<file path="src/shared/tpb_pkg.sv">
package tpb_pkg;

  // Widths
  localparam int ADDR_W = 8;
  localparam int DATA_W = 8;
  localparam int CNT_W  = 10;
  localparam int PS_W   = 8;
  localparam int RATE_W = 3;
  localparam int FREQ_W = 4;

  // Register offsets
  localparam logic [ADDR_W-1:0] OFS_COUNT_LOW  = 8'h00;
  localparam logic [ADDR_W-1:0] OFS_CTRL_ONE   = 8'h01;
  localparam logic [ADDR_W-1:0] OFS_CTRL_TWO   = 8'h02;
  localparam logic [ADDR_W-1:0] OFS_DUTY_LOW   = 8'h03;
  localparam logic [ADDR_W-1:0] OFS_PS_VALUE   = 8'h04;
  localparam logic [ADDR_W-1:0] OFS_TONE_CTRL  = 8'h05;
  localparam logic [ADDR_W-1:0] OFS_HIGH_BITS  = 8'h19;
  localparam logic [ADDR_W-1:0] OFS_FLAG_CTRL  = 8'h20;

  // Control one fields
  localparam int CTRL1_ENABLE_BIT = 0;
  localparam int CTRL1_RELOAD_BIT = 1;
  localparam int CTRL1_ONESHOT_BIT = 2;
  localparam int CTRL1_PWM_AL_BIT = 6;
  localparam int CTRL1_PWM_OE_BIT = 7;
  localparam logic [DATA_W-1:0] CTRL1_MASK = 8'hc7;
  localparam logic [DATA_W-1:0] CTRL1_RST  = 8'h00;

  // Control two fields
  localparam int CTRL2_RATE_LSB = 0;
  localparam int CTRL2_PSDIS_BIT = 3;
  localparam int CTRL2_EDGE_BIT = 4;
  localparam int CTRL2_SRC_BIT  = 5;
  localparam logic [DATA_W-1:0] CTRL2_MASK = 8'h3f;
  localparam logic [DATA_W-1:0] CTRL2_RST  = 8'h3f;

  // Tone control fields
  localparam int TONE_FREQ_LSB = 0;
  localparam int TONE_EN_BIT   = 7;
  localparam logic [DATA_W-1:0] TONE_MASK = 8'h8f;
  localparam logic [DATA_W-1:0] TONE_RST  = 8'h0f;

  // High bits register fields
  localparam int HIGH_DUTY_LSB   = 0;
  localparam int HIGH_RELOAD_LSB = 4;

  // Flag control fields
  localparam int FLAG_BIT = 0;
  localparam int FLAG_IE_BIT = 1;

  // Reset and wrap values
  localparam logic [PS_W-1:0]   PS_RST     = 8'hff;
  localparam logic [CNT_W-1:0]  CNT_RST    = 10'h000;
  localparam logic [CNT_W-1:0]  CNT_WRAP   = 10'h3ff;
  localparam logic [CNT_W-1:0]  CNT_ZERO   = 10'h000;
  localparam logic [DATA_W-1:0] READ_ZERO  = 8'h00;

  typedef struct packed {
    logic              wr;
    logic              rd;
    logic [ADDR_W-1:0] addr;
    logic [DATA_W-1:0] wdata;
  } tpb_bus_req_t;

  typedef struct packed {
    logic out;
    logic oe;
  } tpb_pin_t;

endpackage

</file>
<file path="src/tpb_prescaler.sv">
`timescale 1ns/1ps
module tpb_prescaler (
  input  wire logic                       clk,
  input  wire logic                       sys_rst,
  input  wire logic                       tick,
  input  wire logic [tpb_pkg::RATE_W-1:0] rate_sel,
  input  wire logic [tpb_pkg::RATE_W-1:0] tone_sel,
  output logic      [tpb_pkg::PS_W-1:0]   count_ff,
  output logic                            rate_pulse,
  output logic                            tone_pulse
);
  import tpb_pkg::*;

  logic [PS_W-1:0] rate_mask;
  logic [PS_W-1:0] tone_mask;

  // Tap masks: bits up to the selected code take part, giving 1:2 .. 1:256
  for (genvar i = 0; i < PS_W; i++) begin : g_mask
    assign rate_mask[i] = (RATE_W'(i) <= rate_sel);
    assign tone_mask[i] = (RATE_W'(i) <= tone_sel);
  end

  // Counts down from all ones so the readback starts at the reset value
  always_ff @(posedge clk) begin
    if (sys_rst) begin
      count_ff <= PS_RST;
    end else if (tick) begin
      count_ff <= count_ff - 8'h01;
    end
  end

  assign rate_pulse = tick && ((count_ff & rate_mask) == 8'h00);
  assign tone_pulse = tick && ((count_ff & tone_mask) == 8'h00);

endmodule // tpb_prescaler

</file>
<file path="src/tpb_timer.sv">
// Chosen here: the address-and-strobe port.
`timescale 1ns/1ps
// Behaviour
// - Ten-bit down counter; low count read returns the live count.
// - Low count write loads count from high reload bits and written byte.
// - Counter moves only while the enable bit is set; otherwise holds.
// - Free-running without reload select wraps from zero to 0x3ff.
// - Free-running with reload select reloads programmed value on underflow.
// - One-shot counts once down to zero and stops, ignoring reload select.
// - Polarity bit set makes the PWM output active low.
// - PWM enable puts PWM on the pin; else pin is plain I/O.
// - Three-bit rate gives 1:2 up to 1:256; disable bit bypasses prescaler.
// - Edge bit set counts falling external edges; cleared counts rising.
// - Source bit set selects the external pin, cleared the instruction clock.
// - PWM frame is one full reload count cycle of the timer.
// - Duty is ten bits: duty byte plus high register bits 1:0.
// - Prescaler value register reads the live prescaler count.
// - Tone codes 0 to 7 toggle from prescaler taps 1:2 to 1:256.
// - Tone codes 8 to 15 follow counter bits 0 to 7.
// - Tone enable bit starts the tone output; cleared disables it.
// - High bits 5:4 write reload bits 9:8 and read live count 9:8.
// - Underflow sets a sticky flag; firmware clears; interrupt needs enable.
module tpb_timer (
  input  wire logic                       clk,
  input  wire logic                       sys_rst,
  input  wire tpb_pkg::tpb_bus_req_t      bus_req,
  output logic      [tpb_pkg::DATA_W-1:0] rd_data_ff,
  input  wire logic                       ext_count_clock_pin,
  input  wire logic                       gpio_out,
  input  wire logic                       gpio_oe,
  output tpb_pkg::tpb_pin_t               pwm_pin_ff,
  output logic                            tone_out_ff,
  output logic                            underflow_flag_ff,
  output logic                            underflow_irq_ff
);
  import tpb_pkg::*;

  // Register state
  logic [DATA_W-1:0] ctrl_one_ff;
  logic [DATA_W-1:0] ctrl_two_ff;
  logic [DATA_W-1:0] tone_ctrl_ff;
  logic [CNT_W-1:0]  reload_ff;
  logic [CNT_W-1:0]  duty_ff;
  logic              flag_ie_ff;

  // Counter state
  logic [CNT_W-1:0]  count_ff;
  logic [CNT_W-1:0]  nxt_count;
  logic              stopped_ff;
  logic              ext_prev_ff;
  logic              tone_toggle_ff;

  // Decoded strobes
  logic wr_count_low;
  logic wr_ctrl_one;
  logic wr_ctrl_two;
  logic wr_duty_low;
  logic wr_tone_ctrl;
  logic wr_high_bits;
  logic wr_flag_ctrl;

  // Field views
  logic                 count_enable;
  logic                 reload_select;
  logic                 one_shot_select;
  logic                 pwm_active_low;
  logic                 pwm_output_enable;
  logic [RATE_W-1:0]    prescale_rate_select;
  logic                 prescale_disable_n;
  logic                 ext_edge_select;
  logic                 clock_source_select;
  logic [FREQ_W-1:0]    tone_freq_select;
  logic                 tone_enable;

  // Event path
  logic              ext_rise;
  logic              ext_fall;
  logic              ext_event;
  logic              src_event;
  logic              count_tick;
  logic              underflow;
  logic [PS_W-1:0]   ps_count;
  logic              ps_rate_pulse;
  logic              ps_tone_pulse;
  logic              pwm_level;
  logic              nxt_tone;
  logic [DATA_W-1:0] nxt_rd_data;

  assign wr_count_low = bus_req.wr && (bus_req.addr == OFS_COUNT_LOW);
  assign wr_ctrl_one  = bus_req.wr && (bus_req.addr == OFS_CTRL_ONE);
  assign wr_ctrl_two  = bus_req.wr && (bus_req.addr == OFS_CTRL_TWO);
  assign wr_duty_low  = bus_req.wr && (bus_req.addr == OFS_DUTY_LOW);
  assign wr_tone_ctrl = bus_req.wr && (bus_req.addr == OFS_TONE_CTRL);
  assign wr_high_bits = bus_req.wr && (bus_req.addr == OFS_HIGH_BITS);
  assign wr_flag_ctrl = bus_req.wr && (bus_req.addr == OFS_FLAG_CTRL);

  assign count_enable         = ctrl_one_ff[CTRL1_ENABLE_BIT];
  assign reload_select        = ctrl_one_ff[CTRL1_RELOAD_BIT];
  assign one_shot_select      = ctrl_one_ff[CTRL1_ONESHOT_BIT];
  assign pwm_active_low       = ctrl_one_ff[CTRL1_PWM_AL_BIT];
  assign pwm_output_enable    = ctrl_one_ff[CTRL1_PWM_OE_BIT];
  assign prescale_rate_select = ctrl_two_ff[CTRL2_RATE_LSB +: RATE_W];
  assign prescale_disable_n   = ctrl_two_ff[CTRL2_PSDIS_BIT];
  assign ext_edge_select      = ctrl_two_ff[CTRL2_EDGE_BIT];
  assign clock_source_select  = ctrl_two_ff[CTRL2_SRC_BIT];
  assign tone_freq_select     = tone_ctrl_ff[TONE_FREQ_LSB +: FREQ_W];
  assign tone_enable          = tone_ctrl_ff[TONE_EN_BIT];

  // Control one register
  always_ff @(posedge clk) begin
    if (sys_rst) begin
      ctrl_one_ff <= CTRL1_RST;
    end else if (wr_ctrl_one) begin
      ctrl_one_ff <= bus_req.wdata & CTRL1_MASK;
    end
  end

  // Control two register; the rate is taken as written, firmware keeps
  // the prescaler disabled while changing it to avoid a false underflow
  always_ff @(posedge clk) begin
    if (sys_rst) begin
      ctrl_two_ff <= CTRL2_RST;
    end else if (wr_ctrl_two) begin
      ctrl_two_ff <= bus_req.wdata & CTRL2_MASK;
    end
  end

  // Tone control register
  always_ff @(posedge clk) begin
    if (sys_rst) begin
      tone_ctrl_ff <= TONE_RST;
    end else if (wr_tone_ctrl) begin
      tone_ctrl_ff <= bus_req.wdata & TONE_MASK;
    end
  end

  // Reload value: low byte from the count register, top bits from high bits
  always_ff @(posedge clk) begin
    if (sys_rst) begin
      reload_ff <= CNT_RST;
    end else begin
      if (wr_count_low) begin
        reload_ff[7:0] <= bus_req.wdata;
      end
      if (wr_high_bits) begin
        reload_ff[9:8] <= bus_req.wdata[HIGH_RELOAD_LSB +: 2];
      end
    end
  end

  // Ten-bit duty value
  always_ff @(posedge clk) begin
    if (sys_rst) begin
      duty_ff <= CNT_RST;
    end else begin
      if (wr_duty_low) begin
        duty_ff[7:0] <= bus_req.wdata;
      end
      if (wr_high_bits) begin
        duty_ff[9:8] <= bus_req.wdata[HIGH_DUTY_LSB +: 2];
      end
    end
  end

  // External pin edge detection; the pin is already in the clock domain
  always_ff @(posedge clk) begin
    if (sys_rst) begin
      ext_prev_ff <= 1'b0;
    end else begin
      ext_prev_ff <= ext_count_clock_pin;
    end
  end

  assign ext_rise  = ext_count_clock_pin && !ext_prev_ff;
  assign ext_fall  = !ext_count_clock_pin && ext_prev_ff;
  assign ext_event = ext_edge_select ? ext_fall : ext_rise;
  // Instruction clock is clk itself, so every cycle is an event
  assign src_event = clock_source_select ? ext_event : 1'b1;

  tpb_prescaler u_prescaler (
    .clk        (clk),
    .sys_rst    (sys_rst),
    .tick       (src_event),
    .rate_sel   (prescale_rate_select),
    .tone_sel   (tone_freq_select[RATE_W-1:0]),
    .count_ff   (ps_count),
    .rate_pulse (ps_rate_pulse),
    .tone_pulse (ps_tone_pulse)
  );

  // Bypass when the active-low enable reads one
  assign count_tick = prescale_disable_n ? src_event : ps_rate_pulse;
  assign underflow  = count_enable && !stopped_ff && count_tick &&
                      (count_ff == CNT_ZERO);

  // Next count
  always_comb begin
    nxt_count = count_ff;
    if (wr_count_low) begin
      nxt_count = {reload_ff[9:8], bus_req.wdata};
    end else if (count_enable && !stopped_ff && count_tick) begin
      if (count_ff != CNT_ZERO) begin
        nxt_count = count_ff - 10'h001;
      end else if (one_shot_select) begin
        nxt_count = CNT_ZERO;
      end else if (reload_select) begin
        nxt_count = reload_ff;
      end else begin
        nxt_count = CNT_WRAP;
      end
    end
  end

  always_ff @(posedge clk) begin
    if (sys_rst) begin
      count_ff <= CNT_RST;
    end else begin
      count_ff <= nxt_count;
    end
  end

  // One-shot stop latch; a fresh load or leaving one-shot restarts
  always_ff @(posedge clk) begin
    if (sys_rst) begin
      stopped_ff <= 1'b0;
    end else if (wr_count_low || !one_shot_select) begin
      stopped_ff <= 1'b0;
    end else if (underflow) begin
      stopped_ff <= 1'b1;
    end
  end

  // Sticky underflow flag; a new underflow beats a clear in the same cycle
  always_ff @(posedge clk) begin
    if (sys_rst) begin
      underflow_flag_ff <= 1'b0;
    end else if (underflow) begin
      underflow_flag_ff <= 1'b1;
    end else if (wr_flag_ctrl && !bus_req.wdata[FLAG_BIT]) begin
      underflow_flag_ff <= 1'b0;
    end
  end

  always_ff @(posedge clk) begin
    if (sys_rst) begin
      flag_ie_ff <= 1'b0;
    end else if (wr_flag_ctrl) begin
      flag_ie_ff <= bus_req.wdata[FLAG_IE_BIT];
    end
  end

  // Interrupt follows the stored flag one cycle later
  always_ff @(posedge clk) begin
    if (sys_rst) begin
      underflow_irq_ff <= 1'b0;
    end else begin
      underflow_irq_ff <= underflow_flag_ff && flag_ie_ff;
    end
  end

  // Duty compare against the live count gives one pulse per frame
  assign pwm_level = (count_ff < duty_ff) ^ pwm_active_low;

  always_ff @(posedge clk) begin
    if (sys_rst) begin
      pwm_pin_ff <= '0;
    end else if (pwm_output_enable) begin
      pwm_pin_ff.out <= pwm_level;
      pwm_pin_ff.oe  <= 1'b1;
    end else begin
      pwm_pin_ff.out <= gpio_out;
      pwm_pin_ff.oe  <= gpio_oe;
    end
  end

  // Tone source toggle; held low while disabled so restarts begin clean
  always_ff @(posedge clk) begin
    if (sys_rst) begin
      tone_toggle_ff <= 1'b0;
    end else if (!tone_enable) begin
      tone_toggle_ff <= 1'b0;
    end else if (ps_tone_pulse) begin
      tone_toggle_ff <= !tone_toggle_ff;
    end
  end

  always_comb begin
    nxt_tone = 1'b0;
    if (tone_enable) begin
      if (tone_freq_select[FREQ_W-1]) begin
        nxt_tone = count_ff[tone_freq_select[RATE_W-1:0]];
      end else begin
        nxt_tone = tone_toggle_ff;
      end
    end
  end

  always_ff @(posedge clk) begin
    if (sys_rst) begin
      tone_out_ff <= 1'b0;
    end else begin
      tone_out_ff <= nxt_tone;
    end
  end

  // Read mux; write-only and unmapped offsets read zero
  always_comb begin
    nxt_rd_data = READ_ZERO;
    case (bus_req.addr)
      OFS_COUNT_LOW: begin
        nxt_rd_data = count_ff[7:0];
      end
      OFS_CTRL_ONE: begin
        nxt_rd_data = ctrl_one_ff;
      end
      OFS_CTRL_TWO: begin
        nxt_rd_data = ctrl_two_ff;
      end
      OFS_PS_VALUE: begin
        nxt_rd_data = ps_count;
      end
      OFS_HIGH_BITS: begin
        nxt_rd_data[HIGH_RELOAD_LSB +: 2] = count_ff[9:8];
        nxt_rd_data[HIGH_DUTY_LSB +: 2]   = duty_ff[9:8];
      end
      OFS_FLAG_CTRL: begin
        nxt_rd_data[FLAG_BIT]    = underflow_flag_ff;
        nxt_rd_data[FLAG_IE_BIT] = flag_ie_ff;
      end
      default: begin
        nxt_rd_data = READ_ZERO;
      end
    endcase
  end

  // Data stand only in the cycle after the read strobe
  always_ff @(posedge clk) begin
    if (sys_rst) begin
      rd_data_ff <= READ_ZERO;
    end else if (bus_req.rd) begin
      rd_data_ff <= nxt_rd_data;
    end else begin
      rd_data_ff <= READ_ZERO;
    end
  end

endmodule // tpb_timer

</file>
<file path="config.mk">
export PLATFORM = sky130hd
export DESIGN_NAME = tpb_timer
export DESIGN_NICKNAME = d
export VERILOG_FILES = /design/src/shared/tpb_pkg.sv /design/src/tpb_prescaler.sv /design/src/tpb_timer.sv
export SDC_FILE = /design/constraint.sdc
export NUM_CORES = 1
export LEC_CHECK = 0
export ABC_AREA = 1
export ABC_CLOCK_PERIOD_IN_PS = 4500
export BUFFER_PORTS_ARGS = -buffer_cell sky130_fd_sc_hd__buf_2
export CAP_MARGIN = 5
export CORE_UTILIZATION = 60
export DETAILED_ROUTE_END_ITERATION = 10
export GPL_TIMING_DRIVEN = 0
export HOLD_SLACK_MARGIN = 0.05
export PLACE_DENSITY = 0.8
export REMOVE_ABC_BUFFERS = 1
export SLEW_MARGIN = 20
export SYNTH_ARGS = -nofsm -noshare
export SYNTH_HDL_FRONTEND = slang
export SYNTH_HIERARCHICAL = 1
export SYNTH_SLANG_ARGS = --single-unit
</file>
<file path="constraint.sdc">
create_clock -name clk -period 4.5 [get_ports clk]
set_input_delay 0.9 -clock clk [delete_from_list [all_inputs] [get_ports clk]]
set_output_delay 0.9 -clock clk [all_outputs]
set_load 0.02 [all_outputs]
</file>
# After elaboration in Yosys (flattened, before gate mapping)
# Index checks and enable logic that the tools add are counted.
[totals]
regBits = 71
in_bits = 23
out_inout_bits = 13
wordCells = 102
[op_classes]
addsub = 2
order_cmp = 18
eq_ne = 7
mux = 18
bitwise_logic = 5
reduce_logical = 33
[op_table]
columns = ["operator", "n"]
rows = [
  ["$mux W10", 5],
  ["$le A3 B3 Y1 const A", 8],
  ["$logic_not A8 Y1", 3],
  ["$and A8 B8 Y8", 2],
  ["$eq A8 B2 Y1 const B", 2],
  ["$eq A8 B3 Y1 const B", 2],
  ["$logic_and A1 B1 Y1", 16],
  ["$pmux W2 S4", 2],
  ["$le A1 B3 Y1 const A", 4],
  ["$le A2 B3 Y1 const A", 4],
  ["$pmux W2 S6", 1],
  ["$logic_not A10 Y1", 1],
  ["$lt A10 B10 Y1", 1],
  ["$reduce_bool A10 Y1", 1],
  ["$sub A10 B1 Y10 const B", 1],
  ["$eq A8 B1 Y1 const B", 1],
  ["$eq A8 B5 Y1 const B", 1],
  ["$eq A8 B6 Y1 const B", 1],
  ["$sub A8 B1 Y8 const B", 1],
  ["$mux W1", 7],
  ["$logic_not A1 Y1", 6],
  ["$pmux W2 S3", 1],
  ["$reduce_or A2 Y1", 3],
  ["$lt A3 B5 Y1 const B", 1],
  ["6 further kinds", 8],
]

# Logic depth before layout (Yosys ltp)
# Gate-level depths: netlist (run 1).
[logic_depth]
word_depth = 9
mapped_depth = 15
depth_no_buf = 14

# By module
# Netlist (run 1), hierarchy kept.
[by_module_without_submodules]
columns = ["mod", "instances", "cells_each", "area_each_um2", "seq_area_each_um2"]
rows = [
  ["tpb_timer", 1, 500, 3420.8, 1261.2],
  ["tpb_prescaler", 1, 79, 501.7, 160.2],
]

# Least setup slack after synthesis (run 1)
# OpenSTA, ideal clock, no wires.
[synth_timing]
kind = "input to register"
startpoint = "input port ext_count_clock_pin"
endpoint = "register count_ff[1] (netlist name)"
setup_ns = 0.129
arrival_time_ns = 2.240
required_time_ns = 4.371
setup_slack_ns = 2.131
cell_stages = 15
n_path_buf = 1
path_cell_list = "inv_1 > nand3_1 > nand3_1 > nand2_2 > inv_1 > nand3_1 > nor2_1 > nor2_1 > nor2_1 > nand2_1 > buf_1 > nand3_1 > nand2_1 > nor2_1 > nor2_1"
[synth_rtl]
columns = ["item", "line", "text"]
rows = [
  ["start, declared", "tpb_timer.sv:28", "input wire logic ext_count_clock_pin,"],
]

==> metrics.txt, run 1 <==
met1 wire length around 4600 um; max-slew violations 0; Critical Path RT roughly 4.8 ns; run status finished clean; Post-CTS Hold Buffers 0; Place WS between 1.5 and 2 ns; Worst setup EP type flop; antenna cells 0; crit share post-route 0.5851; share of cells above drive strength 1 0.1524; Yosys top cell by area dfxtp_1; HP Class reg2reg; CTS max path bufs 2; drt initial violations 291; final wirelength ~10000 um; uppermost routed layer met4; Starting Density 0.6213; # setup viols final 0; hpwl dp 7603 um; count leader, synth nand2_1; Worst Max-Slew Pin Slew 0.8881 ns; die width around 83 um; CTS H-tree lvls 3; CTS tree built; final RePlAce weighted congestion roughly 0.97; post_cts resized 0; # IOs 36; 1st-pass router iterations 5; # port buffers 35; crit path max fanout 11; Slowest-stage cell, CP nand2_1; die height between 80 and 90 um; vias in the first global route roughly 3600; antenna violations before repair 0; die area 6865 sq um; sequential-to-total area share from yosys stat 0.3624; clk_lat worst skew between 0.3 and 0.4 ns; Layout area overhead 11.39%; Critical Path AT just under 3 ns; post-layout min period about 2.6 ns; largest net degree at the start of global routing 32; critical path class in2reg; Pwr per Cell Area about 300 nW/um^2; DR DRC count 0; DR vias/cell roughly 5.7; core area around 6300 sq um; final hold vios 0; Max IR drop VDD slightly below 0.0002 V; synth top area cells dfxtp_1 (36%), nand2_1 (12%), inv_1 (7.8%); Worst Setup Slack, final 1.867 ns; share of the synthesized area in the top cell type 0.3624; first-pass GRT wire length around 17000 um; Post-Syn Area slightly below 4000 sq um; total grt overflow 0; leakage power just over 2 nW; met3 routed WL between 700 and 800 um; CTS sink cnt 71; Commonest cells post-synth nand2_1 (122), inv_1 (81), dfxtp_1 (71); syn_area_per_cell approximately 6.8 sq um; Final ANT Viol Nets 0; nets roughly 650; fmax about 380 MHz; register bit total from synthesis between 70 and 80; CP top delay family simple AND/OR/NAND/NOR gates; Finished Core Util 0.6920; max-cap viol count 0; Max-slew headroom 0.4073; yosys warns 6; detailed-route via count 3957; met2 wire len about 4700 um; Reg clk slew, reported paths 0.08 ns; synthesized instance count 579; cts bufs inserted 9; startpoint types primary input; clk_skew 0.006599 ns; RSZ-0062 raised after global routing false; WL/cell between 15 and 20 um; Async S/R FF share, synth 0; Worst Path Buf+Inv 3; slowest stage delay, CP around 0.33 ns; row cnt 29; Post-synth EDFFs 0; Top FF cell, synth dfxtp_1; Setup Buffers After CTS 0; Tot GR Track Use 0.3138; Netlist cell types 37; cells along the critical path buf_2 > inv_1 > nand3_1 > nand3_1 > nand2_2 > inv_1 > nand3_1 > nor2_1 > nor2_1 > nor2_1 > nand2_1 > nor2_2 > o21ai_1 > a21oi_2; root buffer cell clkbuf_8; setup tns final 0 ns
==> flip-flops by register name, summed over array words and instances (netlist names), 2 cells and up <==
| register | count |
|---|---|
| count_ff | 10 |
| ctrl_one_ff | 5 |
| ctrl_two_ff | 6 |
| duty_ff | 10 |
| pwm_pin_ff | 2 |
| rd_data_ff | 8 |
| reload_ff | 10 |
| tone_ctrl_ff | 5 |
| u_prescaler/count_ff | 8 |
==> path summary, 6_finish.rpt <==
| kind | cells after the start | slack (ns) | endpoint | start |
|---|---|---|---|---|
| min | 2 | 0.45 | underflow_irq_ff$_SDFF_PP0_ | flag_ie_ff$_SDFFE_PP0N_ |
| min reg2reg | 2 | 0.45 | underflow_irq_ff$_SDFF_PP0_ | flag_ie_ff$_SDFFE_PP0N_ |
| max | 14 | 1.87 | count_ff[8]$_SDFFE_PP0P_ | ext_count_clock_pin |
| max reg2reg | 13 | 2.14 | count_ff[8]$_SDFFE_PP0P_ | ctrl_two_ff[4]$_SDFFE_PP1P_ |
==> per-layer routing <==
layer | global-route usage | up-vias
li1 | - | 1947
met1 | 0.4096 | 1807
met2 | 0.4978 | 168
met3 | 0.04573 | 35
met4 | 0.1771 | 0
met5 | 0 | -
==> layout make-up <==
type / instances / area (sq um)
sequential: 71 / 1421
clock inverter: 7 / 118.9
multi-input combinational: 410 / 2112
timing repair buffer: 35 / 175.2
inverter: 85 / 321.6
fill: 549 / 1944
clock buffer: 9 / 123.9
tap: 77 / 96.34
==> layout by cell type, fill, tap and decap left out, drive strengths merged <==
| cell type | instances |
|---|---|
| nand3b | 1 |
| clkinv | 1 |
| or2 | 2 |
| nor2 | 71 |
| nand4 | 8 |
| o211ai | 6 |
| ha | 11 |
| nand2 | 137 |
| a21oi | 50 |
| clkbuf | 9 |
| inv | 86 |
| clkinvlp | 2 |
| buf | 35 |
| a21boi | 2 |
| nor3 | 4 |
| xor2 | 1 |
| o22ai | 11 |
| a21o | 1 |
| bufinv | 3 |
| dfxtp | 71 |
| xnor2 | 1 |
| a31oi | 2 |
| nand3 | 59 |
| o21ai | 41 |
| a211oi | 2 |
==> logic make-up after synthesis <==
family                     after synthesis  synth area share
AOI/OAI and AO/OA                      115            0.1627
xor gates and xnor gates                 2          0.004467
adders and majority gates               11           0.03509
buffers and inverters                   98           0.09920
DFF                                     71            0.3624
and+or+nand+nor                        282            0.3362
==> power by group <==
part           internal (mW)  total (mW)  switching [mW]
Clock                  0.369       0.629           0.260
Sequential             0.631       0.633         0.00220
Combinational         0.0180      0.0655          0.0475
==> worst reg2reg max path, stage by stage, from the launching register on <==
cell and delay, ns:
dfxtp_1 0.31, inv_1 0.11, nand3b_1 0.11, nand3_1 0.15, nand2_2 0.13, inv_1 0.10, nand3_1 0.08, nor2_1 0.10
nor2_1 0.05, nor2_1 0.18, nand2_1 0.33, nor2_2 0.33, o21ai_1 0.15, a21oi_2 0.16
==> through the flow <==
stage / hold slack, ns / total power, mW / std cells / cell area, sq um
after floorplan: 0.4228 / 0.6777 / 566 / 3855
after global placement: 0.4394 / 0.7114 / 678 / 4126
after detailed placement: 0.4428 / 0.7129 / 678 / 4126
after CTS: 0.4547 / 1.334 / 694 / 4369
after global routing: 0.4860 / 1.365 / 694 / 4369
final: 0.4537 / 1.328 / 694 / 4369
(Power assumes the default switching activity.)
==> run 2: changes to the inputs <==
- ABC_CLOCK_PERIOD_IN_PS: 4500 -> 2700
- CORE_UTILIZATION: 60 -> 59
- PLACE_DENSITY: 0.8 -> 0.79
- clock period: 4.5 -> 2.7 ns (I/O delays scaled with it)
==> run 2 against run 1 <==
  * Power up 53%
  * Clock skew up 0.0048 ns
  * Clock-buffer cell count up 1
  * Register-to-register slack worse by 1.8 ns
  * Global-route usage down 0.56 points
  * Design area down 1.1%
  * Final cell count down 0.14%
  * Die area up 1.6%
  * Utilization down 1.5 points
  * Sequential power up 67%
  * Largest cell class unchanged
  * Highest routed layer unchanged
==> metrics.txt, run 2 (synthesis results as in run 1) <==
HP Class in2reg; Reg2Reg Depth 13 (unchanged); final wirelength 10460 um (about the same); fmax between 400 and 500 MHz; Worst Path Buf+Inv 2 (-1); setup tns final 0 ns (unchanged); post-layout min period roughly 2.3 ns; cells along the critical path inv_1 > nand3b_1 > nand3_1 > nand2_2 > inv_1 > nand3_1 > nor2_1 > nor2_1 > nor2_1 > nand2_1 > nor2_2 > nand3_1 > a21oi_2; slowest stage delay, CP 0.33 ns (about the same); DR vias/cell 5.772 (+1.2%); Fin Hold WS 0.3780 ns (-0.07568 ns); die height 83.54 um (+0.82%); share of cells above drive strength 1 0.1510 (-0.001376); Slowest-stage cell, CP nand2_1; CTS tree built; Pwr per Cell Area 470.6 nW/um^2 (+55%); start point of the worst min-delay path gpio_oe; Layout Cells excl Fill 693 (-0.14%); CTS sink cnt 71 (unchanged); clk_lat worst skew 0.36 ns (about the same); nets 646 (unchanged); drt initial violations 303 (+4.1%); Worst Setup Slack, final 0.3717 ns (-1.495 ns); commonest non-fill, non-tap cell in the layout nand2_1; vias in the first global route 3487 (-2.6%); row cnt 29 (unchanged); crit share post-route 0.8623; leakage power 2.017 nW (-1.1%); Overall Power 2.034 mW (+53%); hold worst-path end pwm_pin_ff[0]$_SDFF_PP0_; Critical Path AT 2.62 ns (-0.29 ns); Worst setup EP type flop; fin area 4323 sq um (-1.1%); antenna cells 0 (unchanged); Setup Buffers After CTS 0 (unchanged); met2 wire len 4738 um (about the same); Crit Reg-Reg Endpoint count_ff[0]$_SDFFE_PP0P_; first-pass GRT wire length 16960 um (+0.45%); die area 6978 sq um (+1.6%); Starting Density 0.6142 (-0.007060); CTS H-tree lvls 3 (unchanged); Critical Path RT 2.99 ns (-1.79 ns); Final ANT Viol Nets 0 (unchanged); max-slew violations 0 (unchanged); met3 routed WL 898 um (+24%); cts bufs inserted 9 (unchanged); Finished Core Util 0.6769 (-0.01511); 1st-pass router iterations 5 (unchanged); die width 83.54 um (+0.82%); largest net degree at the start of global routing 32 (unchanged); Fill cells 594 (+8.2%); Place WS 0.1198 ns (-1.439 ns); RSZ-0062 raised after global routing false; Tot GR Track Use 0.3082 (-0.005650); total grt overflow 0 (unchanged); # port buffers 35 (unchanged); crit path max fanout 11 (unchanged); CTS max path bufs 2 (unchanged); antenna violations before repair 0 (unchanged); final RePlAce weighted congestion 1.000 (+3.1%); core area 6386 sq um (+1.1%); CP top delay family simple AND/OR/NAND/NOR gates; Layout area overhead 10.21%; WL/cell 15.09 um (+0.12%); Reg clk slew, reported paths 0.08 ns (about the same); root buffer cell clkbuf_8; Worst Max-Slew Pin Slew 0.9254 ns (+0.03733 ns); Top Registers count_ff: 10 flops, duty_ff: 10 flops, reload_ff: 10 flops; most frequent cells in the layout nand2_1 (122), inv_1 (81), dfxtp_1 (71); Max IR drop VDD 0.0003095 V (+60%); placed cell count 678 (unchanged); max-cap viol count 0 (unchanged); Max-slew headroom 0.3824 (-0.02491); run status finished clean; critical path class reg2reg; slack of the worst reg-to-reg path 0.37 ns (-1.77 ns); Placement Cell Area 4126 sq um (unchanged); post_cts resized 0 (unchanged); DR DRC count 0 (unchanged); RR Startpoint ctrl_two_ff[4]$_SDFFE_PP1P_; # IOs 36 (unchanged); detailed-route via count 4000 (+1.1%); final hold vios 0 (unchanged); Hold Path Stages 3 (+1); startpoint types flop; clk_skew 0.01141 ns (+0.004810 ns); met1 wire length 4531 um (-1.4%); # setup viols final 0 (unchanged); hpwl dp 7598 um (about the same); Post-CTS Hold Buffers 0 (unchanged); uppermost routed layer met4
[run 2: worst max path at each step]
stage | start | to | depth (start not counted)
after detailed placement | ext_count_clock_pin | count_ff[0]$_SDFFE_PP0P_ | 14
final | ctrl_two_ff[4]$_SDFFE_PP1P_ | count_ff[0]$_SDFFE_PP0P_ | 13
after global placement | ext_count_clock_pin | count_ff[0]$_SDFFE_PP0P_ | 14
after CTS | ctrl_two_ff[4]$_SDFFE_PP1P_ | count_ff[0]$_SDFFE_PP0P_ | 13
after global routing | ctrl_two_ff[4]$_SDFFE_PP1P_ | count_ff[0]$_SDFFE_PP0P_ | 13
after floorplan | ext_count_clock_pin | count_ff[0]$_SDFFE_PP0P_ | 13
[run 2: final cells by class]
cell class                      instances  area, sq um  area share
Sequential cell                        71         1421      0.3288
Tap cell                               77        96.34     0.02229
Timing Repair Buffer                   35        175.2     0.04052
Multi-Input combinational cell        410         2112      0.4886
Clock buffer                           10        137.6     0.03184
Clock inverter                          5        58.81     0.01360
Inverter                               85        321.6     0.07438
[run 2: power by group]
group	switching, mW	internal [mW]
clock network	0.423	0.446
registers	0.00365	1.05
logic	0.0804	0.0300
total	0.507	1.53
[run 2: metal layers]
layer / up-vias / GRT usage
met2: 207 / 0.4881
met5: - / 0
li1: 1943 / -
met4: 0 / 0.1263
met3: 31 / 0.05836
met1: 1819 / 0.4145
[run 2: worst reg2reg max path, delay by kind of cell (launching register included)]
| kind | cells | cell delay, ns |
|---|---|---|
| buf+inv | 2 | 0.21 |
| simple gates | 10 | 1.58 |
| flops | 1 | 0.31 |
| compound gates | 1 | 0.15 |
